### src/rot_pkg.sv
/*
 * constants for the rotate-through-carry execution unit.
 * assumes a 14-bit instruction word and 8-bit data path.
 */
package rot_pkg;
    localparam int INSN_W = 14;
    localparam int DATA_W = 8;
    localparam int ADDR_W = 7;
    localparam int OPC_W = 6;
    localparam int OPC_LSB = 8;
    localparam int DEST_BIT = 7;
    localparam logic [OPC_W-1:0] OPC_ROT_LEFT = 6'h0D;
    localparam logic [OPC_W-1:0] OPC_ROT_RIGHT = 6'h0C;
    localparam logic [1:0] PHASE_RESET = 2'h0;
    localparam logic [DATA_W-1:0] ACC_RESET = 8'h00;
    localparam logic CARRY_RESET = 1'b0;
    typedef enum logic [1:0] {
        PH_DECODE,
        PH_READ,
        PH_PROCESS,
        PH_WRITE
    } phase_t;
endpackage

### src/rot_unit.sv
/*
 * rotate-through-carry execution unit: decodes the two rotate opcodes,
 * reads the operand, rotates it, writes accumulator or register file.
 * assumes the decoder presents one instruction per four-phase cycle and
 * the register file returns read data in the read phase.
 */
// How it works
// - opcode 00 1101 with dest bit and 7-bit address rotates left via carry.
// - opcode 00 1100 with dest bit and address rotates right via carry.
// - dest bit zero writes result to accumulator, register untouched.
// - dest bit one writes result back to the addressed register.
// - only the carry flag changes; other status flags are kept.
// - one word, one cycle: decode, read, rotate, write phases.
`timescale 1ns/1ps
`default_nettype none
module rot_unit #(
    parameter int DW = rot_pkg::DATA_W
) (
    input wire logic I_CLK,
    input wire logic I_ARST_N,
    input wire logic [rot_pkg::INSN_W-1:0] I_INSN,
    input wire logic I_INSN_VALID,
    input wire logic [DW-1:0] I_RF_RDATA,
    output logic [rot_pkg::ADDR_W-1:0] O_RF_ADDR,
    output logic O_RF_RD,
    output logic O_RF_WE,
    output logic [DW-1:0] O_RF_WDATA,
    output logic [DW-1:0] O_ACC,
    output logic O_CARRY,
    output logic O_BUSY
);
    import rot_pkg::*;
    if (DW != DATA_W) begin : g_bad_width
        $error("rot_unit data width must match the instruction set");
    end

    function automatic logic is_rotate(input logic [INSN_W-1:0] w);
        return w[INSN_W-1:OPC_LSB] == OPC_ROT_LEFT ||
            w[INSN_W-1:OPC_LSB] == OPC_ROT_RIGHT;
    endfunction

    phase_t phase_ff, nxt_phase;
    logic [INSN_W-1:0] insn_ff;
    logic active_ff;
    logic [DW-1:0] opnd_ff, res_ff, acc_ff, wdata_ff;
    logic carry_ff, res_carry_ff, we_ff, rd_ff;
    logic [ADDR_W-1:0] addr_ff;
    logic [DW-1:0] rot_data;
    logic rot_carry;

    wire take = I_INSN_VALID && is_rotate(I_INSN);
    wire op_left = insn_ff[INSN_W-1:OPC_LSB] == OPC_ROT_LEFT;
    wire to_reg = insn_ff[DEST_BIT];
    wire in_decode = phase_ff == PH_DECODE;
    wire in_read = phase_ff == PH_READ;
    wire in_proc = phase_ff == PH_PROCESS;
    wire in_write = phase_ff == PH_WRITE;

    rot_shift #(.WIDTH(DW)) u_shift (
        .i_data(opnd_ff),
        .i_carry(carry_ff),
        .i_left(op_left),
        .o_data(rot_data),
        .o_carry(rot_carry)
    );

    // phases always cycle so every instruction takes exactly four clocks
    always_comb begin
        case (phase_ff)
            PH_DECODE: nxt_phase = PH_READ;
            PH_READ: nxt_phase = PH_PROCESS;
            PH_PROCESS: nxt_phase = PH_WRITE;
            PH_WRITE: nxt_phase = PH_DECODE;
            default: nxt_phase = PH_DECODE;
        endcase
    end

    always_ff @(posedge I_CLK or negedge I_ARST_N) begin
        if (!I_ARST_N) begin
            phase_ff <= PH_DECODE;
        end else begin
            phase_ff <= nxt_phase;
        end
    end

    // instruction is sampled only in the decode phase
    always_ff @(posedge I_CLK or negedge I_ARST_N) begin
        if (!I_ARST_N) begin
            insn_ff <= '0;
            active_ff <= 1'b0;
        end else if (in_decode) begin
            insn_ff <= I_INSN;
            active_ff <= take;
        end
    end

    always_ff @(posedge I_CLK or negedge I_ARST_N) begin
        if (!I_ARST_N) begin
            addr_ff <= '0;
            rd_ff <= 1'b0;
        end else begin
            rd_ff <= in_decode && take;
            if (in_decode && take) begin
                addr_ff <= I_INSN[ADDR_W-1:0];
            end
        end
    end

    always_ff @(posedge I_CLK or negedge I_ARST_N) begin
        if (!I_ARST_N) begin
            opnd_ff <= '0;
        end else if (in_read && active_ff) begin
            opnd_ff <= I_RF_RDATA;
        end
    end

    always_ff @(posedge I_CLK or negedge I_ARST_N) begin
        if (!I_ARST_N) begin
            res_ff <= '0;
            res_carry_ff <= CARRY_RESET;
        end else if (in_proc && active_ff) begin
            res_ff <= rot_data;
            res_carry_ff <= rot_carry;
        end
    end

    // write phase: commit result and carry together
    always_ff @(posedge I_CLK or negedge I_ARST_N) begin
        if (!I_ARST_N) begin
            acc_ff <= ACC_RESET;
            carry_ff <= CARRY_RESET;
            we_ff <= 1'b0;
            wdata_ff <= '0;
        end else begin
            we_ff <= in_write && active_ff && to_reg;
            if (in_write && active_ff) begin
                carry_ff <= res_carry_ff;
                if (to_reg) begin
                    wdata_ff <= res_ff;
                end else begin
                    acc_ff <= res_ff;
                end
            end
        end
    end

    assign O_RF_ADDR = addr_ff;
    assign O_RF_RD = rd_ff;
    assign O_RF_WE = we_ff;
    assign O_RF_WDATA = wdata_ff;
    assign O_ACC = acc_ff;
    assign O_CARRY = carry_ff;
    assign O_BUSY = active_ff;

    // outputs are registered, so a result shows one edge after its phase
    chk_read_follows: assert property (
        @(posedge I_CLK) disable iff (!I_ARST_N)
        in_decode && take |=> O_RF_RD ##1 !O_RF_RD)
        else $error("read strobe not one cycle after decode");

    chk_reg_write: assert property (
        @(posedge I_CLK) disable iff (!I_ARST_N)
        in_decode && take && I_INSN[DEST_BIT] |=> ##2 !O_RF_WE ##1 O_RF_WE)
        else $error("register write missing after write phase");

    chk_acc_kept: assert property (
        @(posedge I_CLK) disable iff (!I_ARST_N)
        O_RF_WE |-> $stable(O_ACC))
        else $error("accumulator changed on register write");

    chk_no_acc_write: assert property (
        @(posedge I_CLK) disable iff (!I_ARST_N)
        in_decode && take && !I_INSN[DEST_BIT] |=> ##3 !O_RF_WE)
        else $error("register written for accumulator destination");

    chk_left_carry: assert property (
        @(posedge I_CLK) disable iff (!I_ARST_N)
        in_proc && active_ff && op_left |=>
        res_carry_ff == $past(opnd_ff[DW-1]) && res_ff[0] == $past(carry_ff))
        else $error("left rotate carry wrong");

    chk_right_carry: assert property (
        @(posedge I_CLK) disable iff (!I_ARST_N)
        in_proc && active_ff && !op_left |=>
        res_carry_ff == $past(opnd_ff[0]) && res_ff[DW-1] == $past(carry_ff))
        else $error("right rotate carry wrong");

    chk_left_body: assert property (
        @(posedge I_CLK) disable iff (!I_ARST_N)
        in_proc && active_ff && op_left |=>
        res_ff[DW-1:1] == $past(opnd_ff[DW-2:0]))
        else $error("left rotate moved data bits wrongly");

    chk_right_body: assert property (
        @(posedge I_CLK) disable iff (!I_ARST_N)
        in_proc && active_ff && !op_left |=>
        res_ff[DW-2:0] == $past(opnd_ff[DW-1:1]))
        else $error("right rotate moved data bits wrongly");

    chk_carry_only_write: assert property (
        @(posedge I_CLK) disable iff (!I_ARST_N)
        !(in_write && active_ff) |=> $stable(O_CARRY))
        else $error("carry changed outside write phase");

    chk_carry_commit: assert property (
        @(posedge I_CLK) disable iff (!I_ARST_N)
        in_write && active_ff |=> O_CARRY == $past(res_carry_ff))
        else $error("carry not committed in write phase");

    chk_acc_result: assert property (
        @(posedge I_CLK) disable iff (!I_ARST_N)
        in_write && active_ff && !to_reg |=> O_ACC == $past(res_ff))
        else $error("accumulator does not hold the rotated result");

    chk_wdata_result: assert property (
        @(posedge I_CLK) disable iff (!I_ARST_N)
        in_write && active_ff && to_reg |=>
        O_RF_WE && O_RF_WDATA == $past(res_ff))
        else $error("register write data is not the rotated result");

    chk_addr_taken: assert property (
        @(posedge I_CLK) disable iff (!I_ARST_N)
        in_decode && take |=> O_RF_ADDR == $past(I_INSN[ADDR_W-1:0]))
        else $error("register address not taken from the instruction");

    chk_busy_span: assert property (
        @(posedge I_CLK) disable iff (!I_ARST_N)
        in_decode && take |=> O_BUSY [*4])
        else $error("busy dropped inside an instruction cycle");

    chk_refuse_quiet: assert property (
        @(posedge I_CLK) disable iff (!I_ARST_N)
        in_decode && !take |=> !O_RF_RD ##3
        !O_RF_WE && $stable(O_ACC) && $stable(O_CARRY))
        else $error("ignored word changed outputs");

    chk_four_phase: assert property (
        @(posedge I_CLK) disable iff (!I_ARST_N)
        in_decode |=> in_read ##1 in_proc ##1 in_write ##1 in_decode)
        else $error("instruction cycle not four phases");
endmodule
`default_nettype wire

### src/rot_shift.sv
/*
 * combinational one-place rotate of a word through a carry bit.
 * assumes the caller registers the result.
 */
`timescale 1ns/1ps
`default_nettype none
module rot_shift #(
    parameter int WIDTH = 8
) (
    input wire logic [WIDTH-1:0] i_data,
    input wire logic i_carry,
    input wire logic i_left,
    output logic [WIDTH-1:0] o_data,
    output logic o_carry
);
    if (WIDTH < 2) begin : g_bad_width
        $error("rot_shift needs WIDTH of at least 2");
    end
    wire [WIDTH-1:0] left_data = {i_data[WIDTH-2:0], i_carry};
    wire [WIDTH-1:0] right_data = {i_carry, i_data[WIDTH-1:1]};
    assign o_data = i_left ? left_data : right_data;
    assign o_carry = i_left ? i_data[WIDTH-1] : i_data[0];
endmodule
`default_nettype wire

### config.mk
export PLATFORM = sky130hd
export DESIGN_NAME = rot_unit
export DESIGN_NICKNAME = d
export VERILOG_FILES = /design/src/rot_pkg.sv /design/src/rot_unit.sv /design/src/rot_shift.sv
export SDC_FILE = /design/constraint.sdc
export NUM_CORES = 1
export LEC_CHECK = 0
export BUFFER_PORTS_ARGS = -buffer_cell sky130_fd_sc_hd__buf_2
export CORE_ASPECT_RATIO = 1.25
export CORE_MARGIN = 2
export CORE_UTILIZATION = 45
export DETAILED_ROUTE_END_ITERATION = 12
export GPL_TIMING_DRIVEN = 0
export MAX_ROUTING_LAYER = met4
export PLACE_DENSITY = 0.71
export SETUP_SLACK_MARGIN = 0.3
export SLEW_MARGIN = 20
export SYNTH_ARGS = -nofsm -noshare
export SYNTH_HDL_FRONTEND = slang
export SYNTH_SLANG_ARGS = --single-unit
### constraint.sdc
create_clock -name I_CLK -period 2.46 [get_ports I_CLK]
set_clock_uncertainty 0.15 [all_clocks]
set_input_delay 0.246 -clock I_CLK [delete_from_list [all_inputs] [get_ports I_CLK]]
set_output_delay 0.246 -clock I_CLK [all_outputs]
set_load 0.1 [all_outputs]
==> results of run 1 <==
==> worst min path at each step <==
stage	depth (start not counted)	end	start
2_1_floorplan	0	O_ACC[0]	I_ARST_N
3_3_place_gp	2	O_RF_ADDR[2]	I_INSN[2]
3_5_place_dp	1	O_RF_WE	I_ARST_N
4_1_cts	2	O_RF_ADDR[3]	I_INSN[3]
5_1_grt	2	O_RF_ADDR[3]	I_INSN[3]
6_report	2	insn_ff[7]	I_INSN[7]
==> cell families after synthesis <==
group                    count (synthesis)  share of synthesized area (%)
flip-flops                              53                           61.7
buffers and inverters                   10                           1.92
multiplexers                            39                           20.4
AND/OR/NAND/NOR                         22                           6.46
adder cells (fa/ha/maj)                  4                           2.33
AO/OA/AOI/OAI                           28                           7.21
==> layout by cell type (no fill, tap or decap), types with 2 or more instances in the layout <==
cell / netlist / routed
buf_1: 2 / 2
mux2_2: 39 / 39
a31oi_1: 9 / 9
dfrtp_1: 53 / 52
buf_2: 0 / 50
ha_1: 4 / 4
or2_2: 2 / 2
inv_1: 3 / 3
buf_4: 1 / 3
o21ai_0: 9 / 9
clkbuf_8: 0 / 6
dlygate4sd3_1: 0 / 2
and2_1: 2 / 2
nand2_1: 4 / 4
clkbuf_1: 3 / 4
nor2_1: 9 / 9
a21oi_1: 9 / 9
==> what timing repair did <==
item	CTS	global route
hold buffers	1	1
hold endpoints to repair	53	1
endpoints found under the setup margin	0	7
setup buffers	0	1
==> cell usage after synthesis, drive strengths merged <==
cell and number:
a31oi 9, nor2 9, nand2 4, a21oi 9, or4b 1, mux2 39
a21o 1, o21ai 9, nor4b 2, dfrtp 53, nand3 1, clkbuf 3
or2 2, ha 4, inv 4, nand4bb 1, and2 2, buf 3
==> area by class of cell <==
cell class | count | area [sq um]
fillers | 416 | 2030
multi-input cells | 93 | 783
repair buffers | 54 | 285
inverters | 4 | 15.0
clock buffers | 7 | 86.3
well taps | 60 | 75.1
flip-flops and latches | 53 | 1330
clock inverters | 1 | 30.0
plain buffers | 6 | 26.3
==> flip-flops by register name, indices dropped and copies added (netlist names), 2 cells and up <==
name	count
O_ACC	8
O_RF_WDATA	8
opnd_ff	8
res_ff	8
O_RF_ADDR	7
insn_ff	7
phase_ff	2
==> through the flow <==
stage               cells  total power [mW]  cell area (sq um)  worst slack [ns]
finish                278              1.75               2630             0.578
global route          278              1.83               2630             0.484
CTS                   276              1.77               2610             0.323
detailed placement    267              1.17               2480             0.335
global placement      267              1.16               2480             0.352
floorplan             156              1.10               2150             0.474
==> power groups by stage <==
stage | Clock [mW] | Sequential [mW] | Combinational [mW]
global route | 0.663 | 0.954 | 0.215
floorplan | 0 | 1.04 | 0.0548
CTS | 0.621 | 0.948 | 0.203
global placement | 0 | 0.963 | 0.198
detailed placement | 0 | 0.965 | 0.201
finish | 0.605 | 0.947 | 0.201
==> per-layer routing <==
metal	GRT usage [%]	wire length, um
met5	-	0
met4	5.00	49
met1	20.1	1700
met2	25.9	1850
met3	4.85	235
==> impl_results.md, run 1 <==
* Mapped Cells at 156
* Slowest cell delay on critical path at 0.41 ns
* Avg Cell Area, Syn at between 10 and 15 sq um
* Final setup vio count at 0
* Crit path required time at ~2.5 ns
* Root buffer cell: clkbuf_8
* Worst EP arrival at 1.92 ns
* Max Clk Rate at between 500 and 600 MHz
* Kind of critical path: register to register
* Post-DR vias/cell at 5.09
* Crit-path leading delay family: buffers and inverters
* Die height at 81.3 um
* Pwr dens at around 670 mW/mm^2
* Util after Layout at a little under three fifths
* R2R depth at 7
* Sw power at roughly 440 uW
* H-Tree Depth at 2
* Post-layout min period at 1.88 ns
* Number of global-route vias before repair at around 1400
* Worst-Skew Late Latency at ~0.3 ns
* DRC at 0
* Most frequent CP cell: buf_4
* Grt ovf at 0
* Nets at 246
* Yosys reg bits at 53
* Cell Rows at 28
* VDD IR-drop max at 0.000373 V
* Die ar. at 0.00535 sq mm
* Placeable core region at between 0.004 and 0.005 sq mm
* Max Cap Violations at 0
* RSZ-0062 raised after global routing: no
* Most area-hungry cell type in the Yosys netlist: dfrtp_1
* Worst r2r src: phase_ff[0]
* Relative slew margins at 45.7%
* P_leak at 1.37 nW
* HPWL Detailed at 2770 um
* Largest net degree at the start of global routing at 54
* Sw Ratio at 25.4%
* Yosys warns at 0
* Initial antenna violation count at 0
* Worst R2R Setup Slack at 0.58 ns
* Syn Nets at 185
* Post-Route WL at a little under 4000 um
* Clock Pin Slew Worst Setup and Hold Paths at 0.09 ns
* Seq pwr share at 54.0%
* Worst-path cell chain: inv_1 > ha_1 > buf_4 > inv_2 > nor4b_4 > buf_4 > mux2_2
* IO buf count at 51
* Crit-path slowest cell: dfrtp_1
* Worst R2R End: O_RF_ADDR[2]
* Worst slew pin tran at 0.813 ns
* Critical Path Source: phase_ff[0]
* Fraction of layout cells with a size suffix above 1 at slightly below 50%
* DR pass1 iterations at 4
* Worst-path maximum fanout at 9
* Power share of the combinational group at between 10% and 20%
* Setup TNS at 0 ns
* WP buf/inv at 4
* First-pass GRT wire length at 6430 um
* GP Congestion at 0.790
* Horiz. Die Dim at ~66 um
* Critical path endpoint category: register
* Via count at 1415
* Crit. path cell count at 7
* Synth-to-layout area growth at 22.2%
* Fin. Hold Viols at 0
* Initial core utilization at 46.2%
* Top post-synthesis cells by area: dfrtp_1, mux2_2, a31oi_1
* WL/cell at 13.8 um
* Final hold slack at 0.0172 ns
* Total CTS buffers at 5
* Hold Crit Class: input pin to register
* Post-CTS sizing at 0
* Status: complete, no violations
* Clk sink count at 53
* Cell variety after synth at 21
* Internal power at 1.31 mW
* End of the critical path: O_RF_ADDR[2]
* Mapped Area at about 0.0022 sq mm
* Fin. max-slew vios at 0
* Seq/Total Area, Yosys at 61.7%
* Startpoint Class: register
* TritonCTS clock tree: built
* I/O Pins at 52
* Deepest clock path buffer count at 2
* Total GRT Usage at 16.3%
* Yosys top cell area share at 61.7%
* Tcrit/Tclk final at 76.5%
* Remaining antenna violation count after routing at 0
* DRT iter0 DRCs at 91
* Antenna cell count at 0
* Clock share of power at 34.5%
No activity file was read; power rests on OpenSTA's default activity.
==> inputs of run 2 (changes only) <==
==> constraint.sdc (replaced) <==
create_clock -name I_CLK -period 1.75 [get_ports I_CLK]
set_clock_uncertainty 0.15 [all_clocks]
set_input_delay 0.175 -clock I_CLK [delete_from_list [all_inputs] [get_ports I_CLK]]
set_output_delay 0.175 -clock I_CLK [all_outputs]
set_load 0.1 [all_outputs]
==> run 2 against run 1 <==
Compared with the run above:
- the run now ends with setup timing left
- worst setup slack lost 0.63 ns
- maximum frequency grew 4.4%
- via count grew 15%
- clock power grew 43%
- critical endpoint is now O_RF_ADDR[0]
- largest cell class unchanged
==> impl_results.md, run 2 (synthesized netlist as in run 1, its figures left out) <==
* Dpl cells at 267
* GP Congestion at 0.742
* I/O Pins at 52
* Total CTS buffers at 5
* Failing checks: setup timing
* Worst EP arrival at 1.86 ns
* Critical path endpoint category: register
* Pre-CTS WS at -0.299 ns
* Grt ovf at 0
* Antenna cell count at 0
* Fraction of layout cells with a size suffix above 1 at between 60% and 70%
* Worst-Skew Late Latency at 0.31 ns
* Post-DR vias/cell at 5.08
* Hold Crit Class: input pin to register
* Post-layout min period at 1.80 ns
* Nets at 289
* DR pass1 iterations at 4
* Final setup vio count at 15
* Number of global-route vias before repair at 1677
* Clock Pin Slew Worst Setup and Hold Paths at 0.09 ns
* TritonCTS clock tree: built
* DRC at 0
* Initial core utilization at 46.2%
* Slowest cell delay on critical path at 0.41 ns
* Root buffer cell: clkbuf_8
* Startpoint Class: register
* HPWL Detailed at 2780 um
* P_leak at 1.73 nW
* Fin. max-slew vios at 0
* Placed inst area at 0.00265 sq mm
* DRT iter0 DRCs at 37
* Commonest non-fill, non-tap cell in the layout: dfrtp_1
* Fin. Hold Viols at 0
* Die height at around 80 um
* Max Clk Rate at around 560 MHz
* Synth-to-layout area growth at 61.8%
* WL/cell at 16.1 um
* Remaining antenna violation count after routing at 0
* Most frequent cells in the layout: dfrtp_1, buf_2, mux2_4
* Largest net degree at the start of global routing at 54
* H-Tree Depth at 2
* Worst-path maximum fanout at 4
* Worst-path cell chain: inv_2 > ha_4 > buf_6 > inv_4 > nor4b_4 > buf_4 > mux2_4
* Total GRT Usage at a little over a fifth
* Initial antenna violation count at 0
* Crit path required time at 1.80 ns
* Crit-path slowest cell: dfrtp_1
* Final Total Pwr at 2.61 mW
* Final WS setup at -0.0517 ns
* Tcrit/Tclk final at 103%
* Post-Route WL at 5170 um
* Fin area at 0.00348 sq mm
* Clk sink count at 53
* Kind of critical path: register to register
* Pwr dens at 749 mW/mm^2
* VDD IR-drop max at 0.000598 V
* Max Cap Violations at 0
* Deepest clock path buffer count at 2
* Cell Rows at 28
* Relative slew margins at about 56%
* Horiz. Die Dim at 65.8 um
* IO buf count at 51
* Die ar. at ~0.0054 sq mm
* Status: finished with violations
* RSZ-0062 raised after global routing: yes
* Final non-filler cell total at 321
* Via count at 1632
* Placeable core region at 0.00466 sq mm
* First-pass GRT wire length at roughly 8000 um
* Worst slew pin tran at between 0.6 and 0.7 ns
-- run 2: cell types whose count changed in the layout (fill, tap and decap cells not counted), moves of 7 or more --
cell,previous run,this run
o21ai_2,0,7
nor2_1,9,0
a21oi_2,0,7
buf_6,0,8
clkbuf_4,0,19
buf_2,50,29
buf_4,3,17
a21oi_1,9,2
o21ai_0,9,0
mux2_2,39,15
dlygate4sd3_1,2,23
nor2_4,0,7
mux2_4,0,24
-- run 2: worst max-delay path, delay by kind of cell (launching register included) --
| family | cells | cell delay, ns |
|---|---|---|
| buffers and inverters | 4 | 0.41 |
| multiplexers | 1 | 0.30 |
| flip-flops | 1 | 0.41 |
| adder cells (fa/ha/maj) | 1 | 0.12 |
| AND/OR/NAND/NOR | 1 | 0.28 |
-- run 2: report_power, final --
part	internal, mW	total, mW	switching [mW]
Clock	0.467	0.864	0.397
Combinational	0.167	0.388	0.221
Sequential	1.29	1.35	0.0667
-- run 2: layout make-up --
| type | count | area [sq um] |
|---|---|---|
| flip-flops and latches | 53 | 1330 |
| clock buffers | 7 | 86.3 |
| fillers | 308 | 1180 |
| multi-input cells | 94 | 1110 |
| plain buffers | 6 | 93.8 |
| clock inverters | 1 | 30.0 |
| inverters | 4 | 17.5 |
| well taps | 60 | 75.1 |
| repair buffers | 96 | 738 |
-- run 2: what timing repair did --
item,CTS,global route
resized for setup,57,29
setup endpoints to repair,36,69
cloned,4,0
hold endpoints to repair,75,0
pin swaps,7,4
hold buffers,23,0
buffers inserted,12,7
-- run 2: worst paths after layout --
kind                                   from           end  slack (ns)  cells past startpoint
worst max-delay path            phase_ff[0]  O_RF_ADDR[0]       -0.05                      7
worst min-delay path              I_INSN[9]  O_RF_ADDR[4]        0.24                      4
worst max register to register  phase_ff[0]  O_RF_ADDR[0]       -0.05                      7
worst min register to register     O_ACC[0]      O_ACC[0]        0.36                      1
max in group asynchronous          I_ARST_N        O_BUSY        0.67                      2
min in group asynchronous          I_ARST_N    opnd_ff[6]        0.28                      2
-- run 2: routing by layer --
metal / share of wire [%] / track usage [%] / up-vias
met2: 55 / 37.9 / 51
met5: 0 / - / -
li1: - / - / 765
met1: 39 / 24.0 / 806
met4: 1.6 / 7.50 / 0
met3: 4.4 / 4.29 / 10
-- run 2: per-stage QoR --
stage | setup TNS [ns] | util, % | hold WS [ns]
2_1_floorplan | -0.916 | - | -0.271
3_3_place_gp | -1.90 | 56.7 | 0.257
3_5_place_dp | -2.05 | 56.8 | 0.104
4_1_cts | -0.336 | 71.7 | 0.218
5_1_grt | -1.66 | 74.7 | 0.234
6_report | -0.394 | 74.7 | 0.239
==> inputs of run 3 (changes only) <==
==> constraint.sdc (replaced) <==
create_clock -name I_CLK -period 2 [get_ports I_CLK]
set_clock_uncertainty 0.15 [all_clocks]
set_input_delay 0.2 -clock I_CLK [delete_from_list [all_inputs] [get_ports I_CLK]]
set_output_delay 0.2 -clock I_CLK [all_outputs]
set_load 0.1 [all_outputs]
==> run 3 against run 2 <==
Compared with the run above:
- the run now ends clean
- largest cell class unchanged
- hold slack worse by 0.22 ns
- critical path type unchanged
- combinational power is 24% lower
- maximum frequency is 0.22% higher
- utilization is 8.8 points lower
- global-route usage is 2.4 points lower
- via count is 5.5% lower
- non-clock buffer count is 9 lower
- die area stayed put
==> impl_results.md, run 3 (synthesized netlist as in run 1, its figures left out) <==
* Commonest non-fill, non-tap cell in the layout: dfrtp_1
* Most frequent cells in the layout: dfrtp_1, buf_2, mux2_2
* Dpl cells at 267
* R2R depth at 7
* Number of global-route vias before repair at 1538
* Post-Route WL at 4470 um
* GP Congestion at 0.768
* Via count at 1542
* Critical path endpoint category: register
* Clk sink count at between 50 and 60
* VDD IR-drop max at 0.000598 V
* First-pass GRT wire length at 7420 um
* Worst-path maximum fanout at 4
* DRC at 0
* Hold Path Cell Cnt at 2
* Sw Ratio at 28.3%
* Worst R2R Setup Slack at 0.20 ns
* Kind of critical path: register to register
* Worst-Skew Late Latency at 0.31 ns
* P_leak at 1.58 nW
* Grt ovf at 0
* Final hold slack at 0.0217 ns
* Worst slew pin tran at 0.652 ns
* Post-DR vias/cell at approximately 5
* Hold endpoint: insn_ff[9]
* Sw power at roughly 600 uW
* Root buffer cell: clkbuf_8
* WL/cell at 14.4 um
* Largest net degree at the start of global routing at 54
* Internal power at 1.49 mW
* Seq pwr share at a little under three fifths
* DR pass1 iterations at 4
* Clock Pin Slew Worst Setup and Hold Paths at 0.10 ns
* Pwr dens at between 600 and 700 mW/mm^2
* Status: complete, no violations
* Remaining antenna violation count after routing at 0
* Fin. max-slew vios at 0
* Antenna cell count at 0
* Clock share of power at between 20% and 30%
* Horiz. Die Dim at 65.8 um
* Total GRT Usage at a little under a fifth
* Worst R2R End: O_RF_ADDR[2]
* Worst Hold Launch: I_INSN[9]
* DRT iter0 DRCs at 62
* HPWL Detailed at 2770 um
* Worst EP arrival at about 1.8 ns
* Fin. Hold Viols at 0
* Nets at around 280
* Deepest clock path buffer count at 2
* Initial core utilization at 46.2%
* Fraction of layout cells with a size suffix above 1 at 53.0%
* Initial antenna violation count at 0
* Total CTS buffers at 5
* Die height at 81.3 um
* Post-layout min period at between 1.5 and 2 ns
* Synth-to-layout area growth at 42.7%
* Final setup vio count at 0
* Startpoint Class: register
* I/O Pins at 52
* Power share of the combinational group at 14.0%
* Tcrit/Tclk final at roughly 90%
* Placeable core region at 0.00466 sq mm
* TritonCTS clock tree: built
* Cell Rows at 28
* Relative slew margins at 56.6%
* Die ar. at 0.00535 sq mm
* H-Tree Depth at 2
* Max Cap Violations at 0
* Number of fill cells at ~360
* IO buf count at 51
* Final non-filler cell total at 311
* Max Clk Rate at 556 MHz
* RSZ-0062 raised after global routing: yes
* Worst r2r src: phase_ff[1]
* Hold Crit Class: input pin to register
* Crit path required time at 2.05 ns
[run 3: how the worst max path moves through the flow]
stage / start / end / slack, ns / cells after the start
finish: phase_ff[1] / O_RF_ADDR[2] / 0.20 / 7
CTS: phase_ff[1] / O_RF_ADDR[2] / 0.19 / 7
detailed placement: phase_ff[0] / O_RF_ADDR[6] / -0.07 / 6
global route: phase_ff[1] / O_RF_ADDR[2] / 0.13 / 7
global placement: phase_ff[0] / O_RF_ADDR[0] / -0.05 / 6
floorplan: phase_ff[0] / O_RF_ADDR[0] / 0.15 / 6
[run 3: metrics by stage]
step | setup TNS, ns | util [%] | power, mW | cell area (sq um) | setup WS (ns)
after floorplan | 0 | - | 1.35 | 2180 | 0.146
after global placement | -0.334 | 53.9 | 1.43 | 2510 | -0.0486
after detailed placement | -0.441 | 53.9 | 1.44 | 2510 | -0.0658
after CTS | 0 | 64.0 | 2.10 | 2980 | 0.195
after global routing | 0 | 65.9 | 2.17 | 3070 | 0.134
final | 0 | 65.9 | 2.09 | 3070 | 0.202
[run 3: layer usage]
metal / share of wire (%) / global-route usage, %
met1: 42 / 22.5
met2: 52 / 32.0
met3: 5.0 / 3.46
met4: 1.6 / 8.13
met5: 0 / -
[run 3: power by group through the flow]
stage                     registers, mW  clock network (mW)  logic [mW]
after detailed placement           1.19                   0       0.248
after global placement             1.19                   0       0.244
final                              1.17               0.621       0.293
after global routing               1.18               0.674       0.315
after CTS                          1.17               0.643       0.290
after floorplan                    1.28                   0      0.0678
[run 3: critical path: stages, from the launching register on]
cell and delay, ns:
dfrtp_1 0.40, inv_2 0.08, ha_4 0.13, buf_6 0.10, inv_4 0.03, nor4b_4 0.27, buf_4 0.21, mux2_4 0.30
[run 3: cell type report]
| class | count | area, sq um | share of cell area [%] |
|---|---|---|---|
| buffer | 6 | 62.6 | 2.04 |
| clock buffer | 5 | 68.8 | 2.24 |
| clock inverter | 3 | 26.3 | 0.856 |
| inverter | 4 | 17.5 | 0.571 |
| multi-input combinational | 93 | 898 | 29.3 |
| sequential | 53 | 1330 | 43.3 |
| tap | 60 | 75.1 | 2.45 |
| timing repair buffer | 87 | 591 | 19.2 |
[run 3: what timing repair did]
action / 4_1_cts / 5_1_grt
gates cloned: 2 / 0
buffers inserted: 9 / 3
setup endpoints to repair: 18 / 40
endpoints found under the hold margin: 74 / 0
pin swaps: 2 / 1
resized for setup: 21 / 24
hold buffers: 22 / 0
